File: config.mk
export PLATFORM = sky130hd
export DESIGN_NAME = iabi_top
export DESIGN_NICKNAME = d
export VERILOG_FILES = /design/src/hw/iabi_pkg.sv /design/src/hw/iabi_rd_if.sv /design/src/hw/iabi_pin_sync.sv /design/src/hw/iabi_read_mux.sv /design/src/hw/iabi_top.sv
export SDC_FILE = /design/constraint.sdc
export NUM_CORES = 1
export LEC_CHECK = 0
export BUFFER_PORTS_ARGS = -buffer_cell sky130_fd_sc_hd__buf_2
export CORE_MARGIN = 2
export CORE_UTILIZATION = 40
export CTS_BUF_LIST = sky130_fd_sc_hd__clkbuf_4 sky130_fd_sc_hd__clkbuf_8
export DETAILED_ROUTE_END_ITERATION = 7
export HOLD_SLACK_MARGIN = 0.06
export PLACE_DENSITY_LB_ADDON = 0.12
export SLEW_MARGIN = 10
export SYNTH_ARGS = -nofsm -noshare
export SYNTH_HDL_FRONTEND = slang
export SYNTH_SLANG_ARGS = --single-unit
File: constraint.sdc
create_clock -name clock -period 4.3 [get_ports clock]
set_clock_uncertainty 0.2 [all_clocks]
set_input_delay 0.43 -clock clock [delete_from_list [all_inputs] [get_ports clock]]
set_output_delay 0.43 -clock clock [all_outputs]
set_load 0.02 [all_outputs]
File: src/hw/iabi_pkg.sv
package iabi_pkg;

  // internal clock and cycle layout, in divided ticks
  localparam int unsigned DIV_RATIO        = 4;
  localparam int unsigned CYCLE_TICKS      = 1280;
  localparam int unsigned ZERO_TICKS       = 246;
  localparam int unsigned INTEG_TICKS      = 256;
  localparam int unsigned DEINT_TICKS      = 778;
  localparam int unsigned BUSY_TICKS       = 836;
  localparam int unsigned DEMAND_TO_BUSY   = 1155;
  localparam int unsigned LOCKOUT_TICKS    = 1100;
  // result valid window after busy falls, in half ticks (443-1/2 ticks)
  localparam int unsigned VALID_HALF_TICKS = 887;

  // deintegrate subphase limits
  localparam int unsigned FAST_MAX   = 512;
  localparam int unsigned SLOW_MAX   = 64;
  localparam int unsigned OVR_MAX    = 192;
  localparam int unsigned MAX_EXCESS = 190;

  // cycle positions, lockout load and subphase count limits derived from the figures above
  localparam logic [10:0] POS_LAST      = 11'(CYCLE_TICKS - 1);
  localparam logic [10:0] POS_INTEG     = 11'(ZERO_TICKS);
  localparam logic [10:0] POS_DEINT     = 11'(ZERO_TICKS + INTEG_TICKS);
  localparam logic [10:0] POS_BUSY_RISE = 11'(CYCLE_TICKS - BUSY_TICKS);
  localparam logic [10:0] POS_IDLE      = 11'(CYCLE_TICKS - DEMAND_TO_BUSY);
  localparam logic [10:0] POS_DISCARD   = 11'(VALID_HALF_TICKS / 2);
  localparam logic [10:0] LOCKOUT_INIT  = 11'(LOCKOUT_TICKS);
  localparam logic [8:0]  FAST_LAST     = 9'(FAST_MAX - 1);
  localparam logic [5:0]  SLOW_LAST     = 6'(SLOW_MAX - 1);
  localparam logic [7:0]  OVR_LAST      = 8'(OVR_MAX - 1);
  localparam logic [7:0]  EXCESS_CAP    = 8'(MAX_EXCESS);

  // bit positions of the synchronised pin bundle
  localparam int unsigned PIN_W     = 7;
  localparam int unsigned PIN_CE_N  = 6;
  localparam int unsigned PIN_CS    = 5;
  localparam int unsigned PIN_RD_N  = 4;
  localparam int unsigned PIN_WR_N  = 3;
  localparam int unsigned PIN_BSEL  = 2;
  localparam int unsigned PIN_SOSEL = 1;
  localparam int unsigned PIN_MODE  = 0;
  // idle pin levels: deselected, strobes high, on-demand mode
  localparam logic [6:0]  PIN_IDLE  = 7'h58;

  // continuous-mode read sequence
  localparam logic [1:0] SEQ_HIGH_POL = 2'h0;
  localparam logic [1:0] SEQ_LOW      = 2'h1;
  localparam logic [1:0] SEQ_HIGH_OVR = 2'h2;

  // deintegrate subphase states, one-hot
  typedef enum logic [4:0] {
    SP_IDLE = 5'h01,
    SP_FAST = 5'h02,
    SP_SLOW = 5'h04,
    SP_OVR  = 5'h08,
    SP_DONE = 5'h10
  } iabi_sub_e;

endpackage

File: src/hw/iabi_rd_if.sv
`timescale 1ns/1ns
// carries the latched result and bus strobes between the top and the read mux
interface iabi_rd_if;
  logic        rd_active;
  logic        rd_rise;
  logic        cont_mode;
  logic        byte_sel;
  logic        sign_sel;
  logic        new_result;
  logic        discard;
  logic [14:0] mag;
  logic        positive;
  logic        overrange;
  logic [7:0]  data;
  logic        oe;

  modport ctl (
    output rd_active, rd_rise, cont_mode, byte_sel, sign_sel, new_result, discard,
    output mag, positive, overrange,
    input  data, oe
  );
  modport mux (
    input  rd_active, rd_rise, cont_mode, byte_sel, sign_sel, new_result, discard,
    input  mag, positive, overrange,
    output data, oe
  );
endinterface

File: src/hw/iabi_pin_sync.sv
`timescale 1ns/1ns
// three-stage synchroniser; output follows only once stages two and three agree
module iabi_pin_sync #(
  parameter int unsigned      WIDTH = 1,
  parameter logic [WIDTH-1:0] INIT  = '0
) (
  input  wire logic             clock,
  input  wire logic             rst,
  input  wire logic [WIDTH-1:0] async_in,
  output logic      [WIDTH-1:0] sync_out
);
  logic [WIDTH-1:0] s1_q;
  logic [WIDTH-1:0] s2_q;
  logic [WIDTH-1:0] s3_q;

  if (WIDTH < 1) begin : g_bad
    $error("iabi_pin_sync needs a width of at least one");
  end

  // stage one is read by stage two only
  always_ff @(posedge clock or posedge rst) begin
    if (rst) begin
      s1_q <= INIT;
      s2_q <= INIT;
      s3_q <= INIT;
    end else begin
      s1_q <= async_in;
      s2_q <= s1_q;
      s3_q <= s2_q;
    end
  end

  // per-bit agreement filter, rejects a single-cycle disagreement
  always_ff @(posedge clock or posedge rst) begin
    if (rst) begin
      sync_out <= INIT;
    end else begin
      for (int i = 0; i < WIDTH; i++) begin
        if (s2_q[i] == s3_q[i]) begin
          sync_out[i] <= s3_q[i];
        end
      end
    end
  end
endmodule

File: src/hw/iabi_read_mux.sv
`timescale 1ns/1ns
// byte selection, continuous-mode byte counter and registered bus drive
module iabi_read_mux (
  input  wire logic clock,
  input  wire logic rst,
  iabi_rd_if.mux    rd
);
  logic [1:0] seq_q;
  logic [7:0] byte_d;
  logic       high_sel;
  logic       top_sel_ovr;

  // byte counter restarts with each new result or discard
  always_ff @(posedge clock or posedge rst) begin
    if (rst) begin
      seq_q <= iabi_pkg::SEQ_HIGH_POL;
    end else if (rd.new_result || rd.discard) begin
      seq_q <= iabi_pkg::SEQ_HIGH_POL;
    end else if (rd.cont_mode && rd.rd_rise) begin
      seq_q <= (seq_q == iabi_pkg::SEQ_HIGH_OVR) ? iabi_pkg::SEQ_HIGH_POL : 2'(seq_q + 2'h1);
    end
  end

  // selects only matter in on-demand mode; sign select only on high-byte reads
  always_comb begin
    if (rd.cont_mode) begin
      high_sel    = (seq_q != iabi_pkg::SEQ_LOW);
      top_sel_ovr = (seq_q == iabi_pkg::SEQ_HIGH_OVR);
    end else begin
      high_sel    = !rd.byte_sel;
      top_sel_ovr = rd.sign_sel;
    end
    if (high_sel) begin
      byte_d = {top_sel_ovr ? rd.overrange : rd.positive, rd.mag[14:8]};
    end else begin
      byte_d = rd.mag[7:0];
    end
  end

  // bus drive registered; released whenever the read is not active
  always_ff @(posedge clock or posedge rst) begin
    if (rst) begin
      rd.data <= 8'h00;
      rd.oe   <= 1'b0;
    end else begin
      rd.oe   <= rd.rd_active;
      rd.data <= rd.rd_active ? byte_d : 8'h00;
    end
  end
endmodule

File: src/hw/iabi_top.sv
`timescale 1ns/1ns
// converter control: clock divider, cycle sequencer, strobe handling, result latch
module iabi_top #(
  parameter int unsigned CLK_DIV = iabi_pkg::DIV_RATIO
) (
  input  wire logic       clock,
  input  wire logic       rst,
  input  wire logic       chip_enable_n,
  input  wire logic       chip_select_hi,
  input  wire logic       read_strobe_n,
  input  wire logic       convert_strobe_n,
  input  wire logic       byte_select,
  input  wire logic       sign_over_select,
  input  wire logic       conversion_mode_select,
  input  wire logic       comparator_cross,
  input  wire logic       input_positive,
  output logic            busy,
  output logic            phase_zero,
  output logic            phase_integrate,
  output logic            phase_deintegrate,
  output logic      [7:0] data_out,
  output logic            data_oe
);
  localparam logic [7:0] DIV_LAST = 8'(CLK_DIV - 1);
  localparam logic [7:0] DIV_HALF = 8'(CLK_DIV / 2 - 1);

  if (CLK_DIV < 2 || CLK_DIV > 256 || (CLK_DIV % 2) != 0) begin : g_bad_div
    $error("CLK_DIV must be even and between 2 and 256");
  end

  iabi_rd_if rd ();

  logic [iabi_pkg::PIN_W-1:0] pins_s;
  logic                       wr_n_prev_q;
  logic                       rd_n_prev_q;
  logic                       selected;
  logic                       cont_mode;
  logic                       wr_fall;
  logic [7:0]                 div_q;
  logic                       tick;
  logic [10:0]                pos_q;
  logic                       running;
  logic                       pend_q;
  logic [10:0]                lock_q;
  logic                       start_now;
  iabi_pkg::iabi_sub_e        sub_q;
  logic [8:0]                 sub_cnt_q;
  logic [8:0]                 fast_q;
  logic [5:0]                 slow_q;
  logic [7:0]                 exc_q;
  logic                       ovr_q;
  logic                       pol_q;
  logic [14:0]                mag_q;
  logic                       res_pos_q;
  logic                       res_ovr_q;
  logic                       new_res_q;
  logic                       discard;

  // clamp the overrange excess to the reportable maximum
  function automatic logic [7:0] clamp_excess(input logic [7:0] count);
    return (count > iabi_pkg::EXCESS_CAP) ? iabi_pkg::EXCESS_CAP : count;
  endfunction

  // all bus and mode pins come from the host's timing, so synchronise them
  iabi_pin_sync #(
    .WIDTH (iabi_pkg::PIN_W),
    .INIT  (iabi_pkg::PIN_IDLE)
  ) u_pins (
    .clock    (clock),
    .rst      (rst),
    .async_in ({chip_enable_n, chip_select_hi, read_strobe_n, convert_strobe_n,
                byte_select, sign_over_select, conversion_mode_select}),
    .sync_out (pins_s)
  );

  // combined select gates both strobes
  assign selected  = !pins_s[iabi_pkg::PIN_CE_N] && pins_s[iabi_pkg::PIN_CS];
  assign cont_mode = pins_s[iabi_pkg::PIN_MODE];
  // falling edge only, so a strobe held low cannot retrigger
  assign wr_fall   = selected && wr_n_prev_q && !pins_s[iabi_pkg::PIN_WR_N];

  // strobe edge history
  always_ff @(posedge clock or posedge rst) begin
    if (rst) begin
      wr_n_prev_q <= 1'b1;
      rd_n_prev_q <= 1'b1;
    end else begin
      wr_n_prev_q <= pins_s[iabi_pkg::PIN_WR_N];
      rd_n_prev_q <= pins_s[iabi_pkg::PIN_RD_N];
    end
  end

  // divide the oscillator down to the internal tick
  always_ff @(posedge clock or posedge rst) begin
    if (rst) begin
      div_q <= 8'h00;
    end else begin
      div_q <= (div_q == DIV_LAST) ? 8'h00 : 8'(div_q + 8'h01);
    end
  end
  assign tick = (div_q == DIV_LAST);

  // on-demand mode parks at the idle point until a start is pending
  assign start_now = tick && !cont_mode && pend_q && (pos_q == iabi_pkg::POS_IDLE);
  assign running   = cont_mode || (pos_q != iabi_pkg::POS_IDLE) || pend_q;

  // cycle position; wraps after exactly the full cycle length
  always_ff @(posedge clock or posedge rst) begin
    if (rst) begin
      pos_q <= iabi_pkg::POS_IDLE;
    end else if (tick && running) begin
      pos_q <= (pos_q == iabi_pkg::POS_LAST) ? 11'h000 : 11'(pos_q + 11'h001);
    end
  end

  // pending start request; a new edge wins over the consuming start
  always_ff @(posedge clock or posedge rst) begin
    if (rst) begin
      pend_q <= 1'b0;
    end else if (!cont_mode && wr_fall && lock_q == 11'h000) begin
      pend_q <= 1'b1;
    end else if (start_now || cont_mode) begin
      pend_q <= 1'b0;
    end
  end

  // strobe lockout counted in ticks from the accepted start
  always_ff @(posedge clock or posedge rst) begin
    if (rst) begin
      lock_q <= 11'h000;
    end else if (start_now) begin
      lock_q <= iabi_pkg::LOCKOUT_INIT;
    end else if (tick && lock_q != 11'h000) begin
      lock_q <= 11'(lock_q - 11'h001);
    end
  end

  // phase outputs for the analog switches, registered
  always_ff @(posedge clock or posedge rst) begin
    if (rst) begin
      phase_zero        <= 1'b1;
      phase_integrate   <= 1'b0;
      phase_deintegrate <= 1'b0;
    end else begin
      phase_zero        <= (pos_q < iabi_pkg::POS_INTEG);
      phase_integrate   <= (pos_q >= iabi_pkg::POS_INTEG) && (pos_q < iabi_pkg::POS_DEINT);
      phase_deintegrate <= (pos_q >= iabi_pkg::POS_DEINT);
    end
  end

  // busy spans the last 836 ticks, so it falls exactly at the wrap
  always_ff @(posedge clock or posedge rst) begin
    if (rst) begin
      busy <= 1'b0;
    end else begin
      busy <= (pos_q >= iabi_pkg::POS_BUSY_RISE);
    end
  end

  // polarity is known once signal integration ends
  always_ff @(posedge clock or posedge rst) begin
    if (rst) begin
      pol_q <= 1'b0;
    end else if (tick && running && pos_q == 11'(iabi_pkg::POS_DEINT - 11'h001)) begin
      pol_q <= input_positive;
    end
  end

  // deintegrate subphases, each ended by the comparator crossing or by its count limit
  always_ff @(posedge clock or posedge rst) begin
    if (rst) begin
      sub_q     <= iabi_pkg::SP_IDLE;
      sub_cnt_q <= 9'h000;
      fast_q    <= 9'h000;
      slow_q    <= 6'h00;
      exc_q     <= 8'h00;
      ovr_q     <= 1'b0;
    end else if (tick && running) begin
      case (sub_q)
        iabi_pkg::SP_IDLE: begin
          if (pos_q == 11'(iabi_pkg::POS_DEINT - 11'h001)) begin
            sub_q     <= iabi_pkg::SP_FAST;
            sub_cnt_q <= 9'h000;
            fast_q    <= 9'h000;
            slow_q    <= 6'h00;
            exc_q     <= 8'h00;
            ovr_q     <= 1'b0;
          end
        end
        iabi_pkg::SP_FAST: begin
          if (comparator_cross) begin
            sub_q     <= iabi_pkg::SP_SLOW;
            fast_q    <= sub_cnt_q;
            sub_cnt_q <= 9'h000;
          end else if (sub_cnt_q == iabi_pkg::FAST_LAST) begin
            sub_q     <= iabi_pkg::SP_OVR; // beyond full scale
            ovr_q     <= 1'b1;
            sub_cnt_q <= 9'h000;
          end else begin
            sub_cnt_q <= 9'(sub_cnt_q + 9'h001);
          end
        end
        iabi_pkg::SP_SLOW: begin
          if (comparator_cross || sub_cnt_q[5:0] == iabi_pkg::SLOW_LAST) begin
            sub_q  <= iabi_pkg::SP_DONE;
            slow_q <= sub_cnt_q[5:0];
          end else begin
            sub_cnt_q <= 9'(sub_cnt_q + 9'h001);
          end
        end
        iabi_pkg::SP_OVR: begin
          if (comparator_cross || sub_cnt_q[7:0] == iabi_pkg::OVR_LAST) begin
            sub_q <= iabi_pkg::SP_DONE;
            exc_q <= sub_cnt_q[7:0];
          end else begin
            sub_cnt_q <= 9'(sub_cnt_q + 9'h001);
          end
        end
        iabi_pkg::SP_DONE: begin
          if (pos_q == iabi_pkg::POS_LAST) begin
            sub_q <= iabi_pkg::SP_IDLE;
          end
        end
        default: begin
          sub_q <= iabi_pkg::SP_IDLE;
        end
      endcase
    end
  end

  // continuous mode drops the result half a tick before busy rises again
  assign discard = cont_mode && (pos_q == iabi_pkg::POS_DISCARD) && (div_q == DIV_HALF);

  // result latch at the busy falling edge; held until next latch or discard
  always_ff @(posedge clock or posedge rst) begin
    if (rst) begin
      mag_q     <= 15'h0000;
      res_pos_q <= 1'b0;
      res_ovr_q <= 1'b0;
      new_res_q <= 1'b0;
    end else begin
      new_res_q <= 1'b0;
      if (tick && running && pos_q == iabi_pkg::POS_LAST) begin
        new_res_q <= 1'b1;
        res_pos_q <= pol_q;
        res_ovr_q <= ovr_q;
        if (ovr_q) begin
          mag_q <= {7'h00, clamp_excess(exc_q)};
        end else begin
          mag_q <= {fast_q, slow_q};
        end
      end else if (discard) begin
        mag_q     <= 15'h0000;
        res_pos_q <= 1'b0;
        res_ovr_q <= 1'b0;
      end
      // on-demand results stay put through any number of reads
    end
  end

  // read path wiring
  assign rd.rd_active  = selected && !pins_s[iabi_pkg::PIN_RD_N];
  assign rd.rd_rise    = selected && !rd_n_prev_q && pins_s[iabi_pkg::PIN_RD_N];
  assign rd.cont_mode  = cont_mode;
  assign rd.byte_sel   = pins_s[iabi_pkg::PIN_BSEL];
  assign rd.sign_sel   = pins_s[iabi_pkg::PIN_SOSEL];
  assign rd.new_result = new_res_q;
  assign rd.discard    = discard;
  assign rd.mag        = mag_q;
  assign rd.positive   = res_pos_q;
  assign rd.overrange  = res_ovr_q;

  iabi_read_mux u_mux (
    .clock (clock),
    .rst   (rst),
    .rd    (rd.mux)
  );

  assign data_out = rd.data;
  assign data_oe  = rd.oe;
endmodule

== Word-level counts from Yosys, hierarchy flattened ==
Index checks and enable logic that the tools add are counted.
Storage, ports and cells
  memories: 0
  ROM bits: 0
  logic and storage cells: 173
  register bits: 133
  input port bits: 11
  latch bits: 0
  output and inout bits: 13
  memory bits (writable): 0
Operators by class
  mux-type cells: 47
  order comparisons: 6
  divide/modulo/power cells: 0
  equal/unequal tests: 34
  $mul: 0
  reductions and logical operators: 47
  shift operators: 0
  bitwise operators: 0
  add/subtract/negate cells: 5
Operator list (number)
  $mux W9: 6
  $mux W8: 6
  $mux W15: 3
  $pmux W9 S4: 1
  $mux W11: 3
  $mux W5: 6
  $pmux W5 S5: 1
  $eq A11 B9 Y1 const B: 2
  $ge A11 B9 Y1 const B: 2
  $logic_and A1 B1 Y1: 19
  $ne A2 B2 Y1 const B: 9
  $pmux W9 S2: 1
  $pmux W8 S2: 1
  $reduce_bool A2 Y1: 7
  $mux W1: 12
  $mux W6: 2
  $pmux W6 S2: 1
  $reduce_and A4 Y1: 3
  $add A11 B1 Y11 const B: 1
  $eq A11 B11 Y1 const B: 1
  $eq A11 B7 Y1 const B: 1
  $ge A11 B8 Y1 const B: 1
  $logic_not A11 Y1: 1
  $lt A11 B8 Y1 const B: 1
  other kinds (29): 48

== Logic depth before layout (Yosys ltp) ==
  depth after elaboration: 7
  mapped depth: 10

== Modules after synthesis ==
A second synthesis with hierarchy kept.
Unflattened totals
  cells, all modules: 536
  area, all modules: 6003.3 um2
By module, submodules not included
  iabi_top: instances 1, area each 4674.5 um2, cells each 447
  iabi_pin_sync: instances 1, area each 798.3 um2, cells each 36
  iabi_read_mux: instances 1, area each 530.5 um2, cells each 53

== Least setup slack after synthesis ==
No wires, ideal clock.
  kind: register to register
  start: reg sub_cnt_q[0]
  end: reg sub_q[1]
  slack: 1.751 ns
  arrival: 2.224 ns
  cell stages (with the launch flop): 10
  setup time: 0.125 ns
  path buffers: 0
  path through: dfrtp_1 > ha_1 > nand3_1 > nor2_1 > and3_1 > ha_1 > nand3b_1 > a21oi_1 > nor4_4 > mux2_2
On the way
  longest elaborated chain between the ends: 4
  elaborated cells on any way between the ends: 9
  classes of those cells: eq/ne (6); reduce/logical (3)
RTL lines
  start, declared: line iabi_top.sv:47  | logic [8:0] sub_cnt_q;
  start signal, assigned: line iabi_top.sv:200  | sub_cnt_q <= 9'(sub_cnt_q + 9'h001);
  start signal, assigned: line iabi_top.sv:208  | sub_cnt_q <= 9'(sub_cnt_q + 9'h001);
  start signal, assigned: line iabi_top.sv:216  | sub_cnt_q <= 9'(sub_cnt_q + 9'h001);
  $eq A8 B8 Y1 or $eq A6 B6 Y1 (tied branches): line iabi_top.sv:212, iabi_top.sv:204
  $logic_or A1 B1 Y1 (on tied branches): line iabi_top.sv:212, iabi_top.sv:204
  $ne A2 B2 Y1 (no line)
  $reduce_and A6 Y1 (no line) *
  end signal, assigned: line iabi_top.sv:213  | sub_q <= iabi_pkg::SP_DONE;
  end signal, assigned: line iabi_top.sv:221  | sub_q <= iabi_pkg::SP_IDLE;
  end signal, assigned: line iabi_top.sv:225  | sub_q <= iabi_pkg::SP_IDLE;
  end, declared: line iabi_top.sv:46  | iabi_pkg::iabi_sub_e sub_q;
Mark *: on every way between the ends. The rest lies on a longest branch, timed or not.
A chain may end at the register's enable or synchronous reset.

== Worst setup path in the final report ==
  start: reg pos_q[0]
  end: reg fast_q[7]
On the way
  longest elaborated chain between the ends: 5
  elaborated cells on any way between the ends: 7
  classes of those cells: eq/ne (3); reduce/logical (4)
RTL lines
  start, declared: line iabi_top.sv:41  | logic [10:0] pos_q;
  start signal, assigned: line iabi_top.sv:110  | pos_q <= iabi_pkg::POS_IDLE;
  start signal, assigned: line iabi_top.sv:112  | pos_q <= (pos_q == iabi_pkg::POS_LAST) ? 11'h000 : 11'(pos_q + 11'h001);
  $ne A11 B7 Y1: line iabi_top.sv:105  | assign running = cont_mode || (pos_q != iabi_pkg::POS_IDLE) || pend_q;
  $logic_or A1 B1 Y1 (2 in series): line iabi_top.sv:105
  $logic_and A1 B1 Y1: line iabi_top.sv:178  | end else if (tick && running) begin
  $reduce_and A4 Y1 (no line) *
  end signal, assigned: line iabi_top.sv:193  | fast_q <= sub_cnt_q;
  end, declared: line iabi_top.sv:48  | logic [8:0] fast_q;
Marks and branches as above.

==> results.yml <==
sta:
  drv_slew: 0
  slew-limit-headroom_pct: 20.2
  setup-tns-final_ns: 0
  setup_viol: 0
  worst_pin_slew_ns: 1.16
  fin_crit_sh_pct: 72.9
  fmax_mhz: 319
  rsz0062_at_grt: "false"
  finalHoldViolCount: 0
  period_minus_slack_ns: 3.13
yosys:
  post-synth-top-area-fraction_pct: 46.5
  synth_top_cell_by_area: "dfrtp_1"
  netlist_instances: 527
  yosysWarnings: 0
  synth_seq_cells: 133
  synth_edf_count: 0
  syn_area_um2: 5970
  synthFlopType: "dfrtp_1"
  synth-seq-area-share_pct: 56.2
  synth.avg_cell_area_um2: 11.3
  synthesis.nets: 548
  synth-async-reset-ratio_pct: 100
  synthDistinctLibCells: 63
  ys_top_cells_by_count: "dfrtp_1, nand2_1, inv_1"
  synth_most_common_cell: "dfrtp_1"
  ys_top_cells_by_area: "dfrtp_1, dfstp_2, mux2i_1, nand2_1, a22o_1"
cts:
  root_buffer: "clkbuf_8"
  cts-buffers-inserted: 17
  cts_buffer_depth: 2
  clk_pin_slew_worst_paths_ns: 0.08
  clk_latency_ns: 0.46
  cts_tree: "built"
  cts-resized-gates: 0
  cts.sinks: 133
  htreeDepth: 4
critical_path:
  cp.arrival_ns: 3.31
  path_cells: "ha_1 -> nand4bb_1 -> or4_1 -> o21ai_1 -> a21o_1 -> mux2i_1"
  critPathTopFamily: "compound AO/OA/AOI/OAI gates"
  timing.rr.end: "fast_q[7]"
  crit_required_ns: 4.47
  crit_buf_inv: 0
  reg2reg_from: "pos_q[0]"
  slowest_delay_ns: 0.70
  reg2regPathDepth: 6
  worstSetupPathType: "flip-flop to flip-flop"
  rrSetupSlack_ns: 1.17
  path_max_fanout: 11
  slowest_stage: "o21ai_1"
  startpoint_type: "flip-flop"
  end_kind: "flip-flop"
floorplanning:
  die_area_um2: 15900
  initial_core_util_pct: 41.1
  rows: 44
  dieWidth_um: 126
  pin_count: 24
  core_area_um2: 14500
  die_h_um: 126
worst_hold_path:
  whs_path_depth: 0
  min_path_type: "flip-flop to flip-flop"
  hp-start: "u_pins.s1_q[0]"
  min_to: "u_pins.s2_q[0]"
detailed_routing:
  firstDrtPassIters: 5
  wl_per_cell_um: 16.1
  wl_mm: 12.2
  drt_iter0_drc: 303
  vias: 4052
  antenna_left: 0
  drc: 0
  vias_per_cell: 5.37
run:
  drv_cap: 0
layout:
  drive_gt1_share_pct: 17.5
  fin_util_pct: 46.6
  nNetsFinal: 579
  antenna_cells: 0
  stdcell_count: 755
  syn2layout_area_growth_pct: 13.4
  fin_area_um2: 6770
global_route:
  grt_pass1_wl_mm: 20.8
  gr-total-overflow: 0
  grt_pass1_vias: 3951
  grt.total_usage_pct: 16.6
  antenna_found_initial: 0
  grt_max_degree: 68
pwr:
  power_density_nw_per_um2: 454
  finalPower_uw: 3070
  vdd_ir_drop_max_v: 0.000232
  p_leak_uw: 0.00305
placement:
  dp.cells: 714
  io_buffers: 23
  finalWeightedCongestion: 0.853
  hpwl_mm: 8.19
  placed_cell_area_um2: 6240
run_status:
  outcome: "finished, final reports clean"
## per-stage QoR
stage / hold slack (ns) / worst slack (ns)
after floorplan: 0.131 / 0.152
after global placement: 0.134 / 1.26
after detailed placement: 0.136 / 1.19
after CTS: 0.149 / 1.17
after global routing: 0.156 / 0.965
final: 0.144 / 1.17
## layout by cell type (no fill, tap or decap), drive strengths merged, types with 9 or more instances in the layout
master	n
inv	32
o21ai	20
nor4	9
or3	11
xnor2	14
nand3	16
clkbuf	21
a21oi	15
dlygate4sd3	9
nand2	46
nor3	11
ha	10
dfrtp	111
buf	27
a22o	19
dfstp	22
mux2i	29
nor2	30
## cells by family (layout without fill, tap and decap cells)
family | after synthesis | count (layout) | synth area share (%)
AOI/OAI and AO/OA | 103 | 103 | 12.4
xor gates and xnor gates | 17 | 17 | 2.49
adders and majority gates | 17 | 17 | 3.27
buffers and inverters | 55 | 99 | 3.94
DFF | 133 | 133 | 56.2
muxes | 35 | 35 | 5.99
and+or+nand+nor | 167 | 167 | 15.7
## worst max-delay path by stage
stage	endpoint	slack, ns	startpoint	cells after the start
floorplan	busy	0.15	rst	1
global placement	fast_q[7]	1.26	pos_q[0]	6
detailed placement	fast_q[3]	1.19	pos_q[0]	6
CTS	fast_q[2]	1.17	pos_q[0]	6
global route	fast_q[0]	0.96	pos_q[0]	6
finish	fast_q[7]	1.17	pos_q[0]	6
## power breakdown
group,switching [uW],internal [uW],total [uW]
logic,272,179,451
clock network,501,635,1140
registers,98.0,1380,1480
## flip-flops by register name, indices dropped and copies added, names as in the netlist, 8 cells and up
name	cells
div_q	8
exc_q	8
fast_q	9
lock_q	11
mag_q	15
pos_q	11
sub_cnt_q	9
u_mux.rd.data	8
## timing repair
| item | 4_1_cts | 5_1_grt |
|---|---|---|
| buffers inserted | 0 | 0 |
| hold buffers | 9 | 0 |
| setup endpoints to repair | 0 | 0 |
| hold endpoints to repair | 61 | 0 |
## final cells by class
cell class | count | area [um2]
clock buffers | 21 | 289
clock inverters | 11 | 148
fillers | 1381 | 7770
inverters | 31 | 119
multi-input cells | 339 | 2380
flip-flops and latches | 133 | 3360
well taps | 184 | 230
repair buffers | 36 | 248
## per-layer routing
layer  vias to the layer above  share of wire [%]  wire length [um]  track usage, %
li1                       1956                  -                 -               -
met1                      1993                 51              6210            24.4
met2                        93                 44              5300            23.3
met3                        10                3.9               480            4.89
met4                         0                1.3               162            5.95
met5                         -                  0                 0               0
No activity file was read; power rests on OpenSTA's default activity.
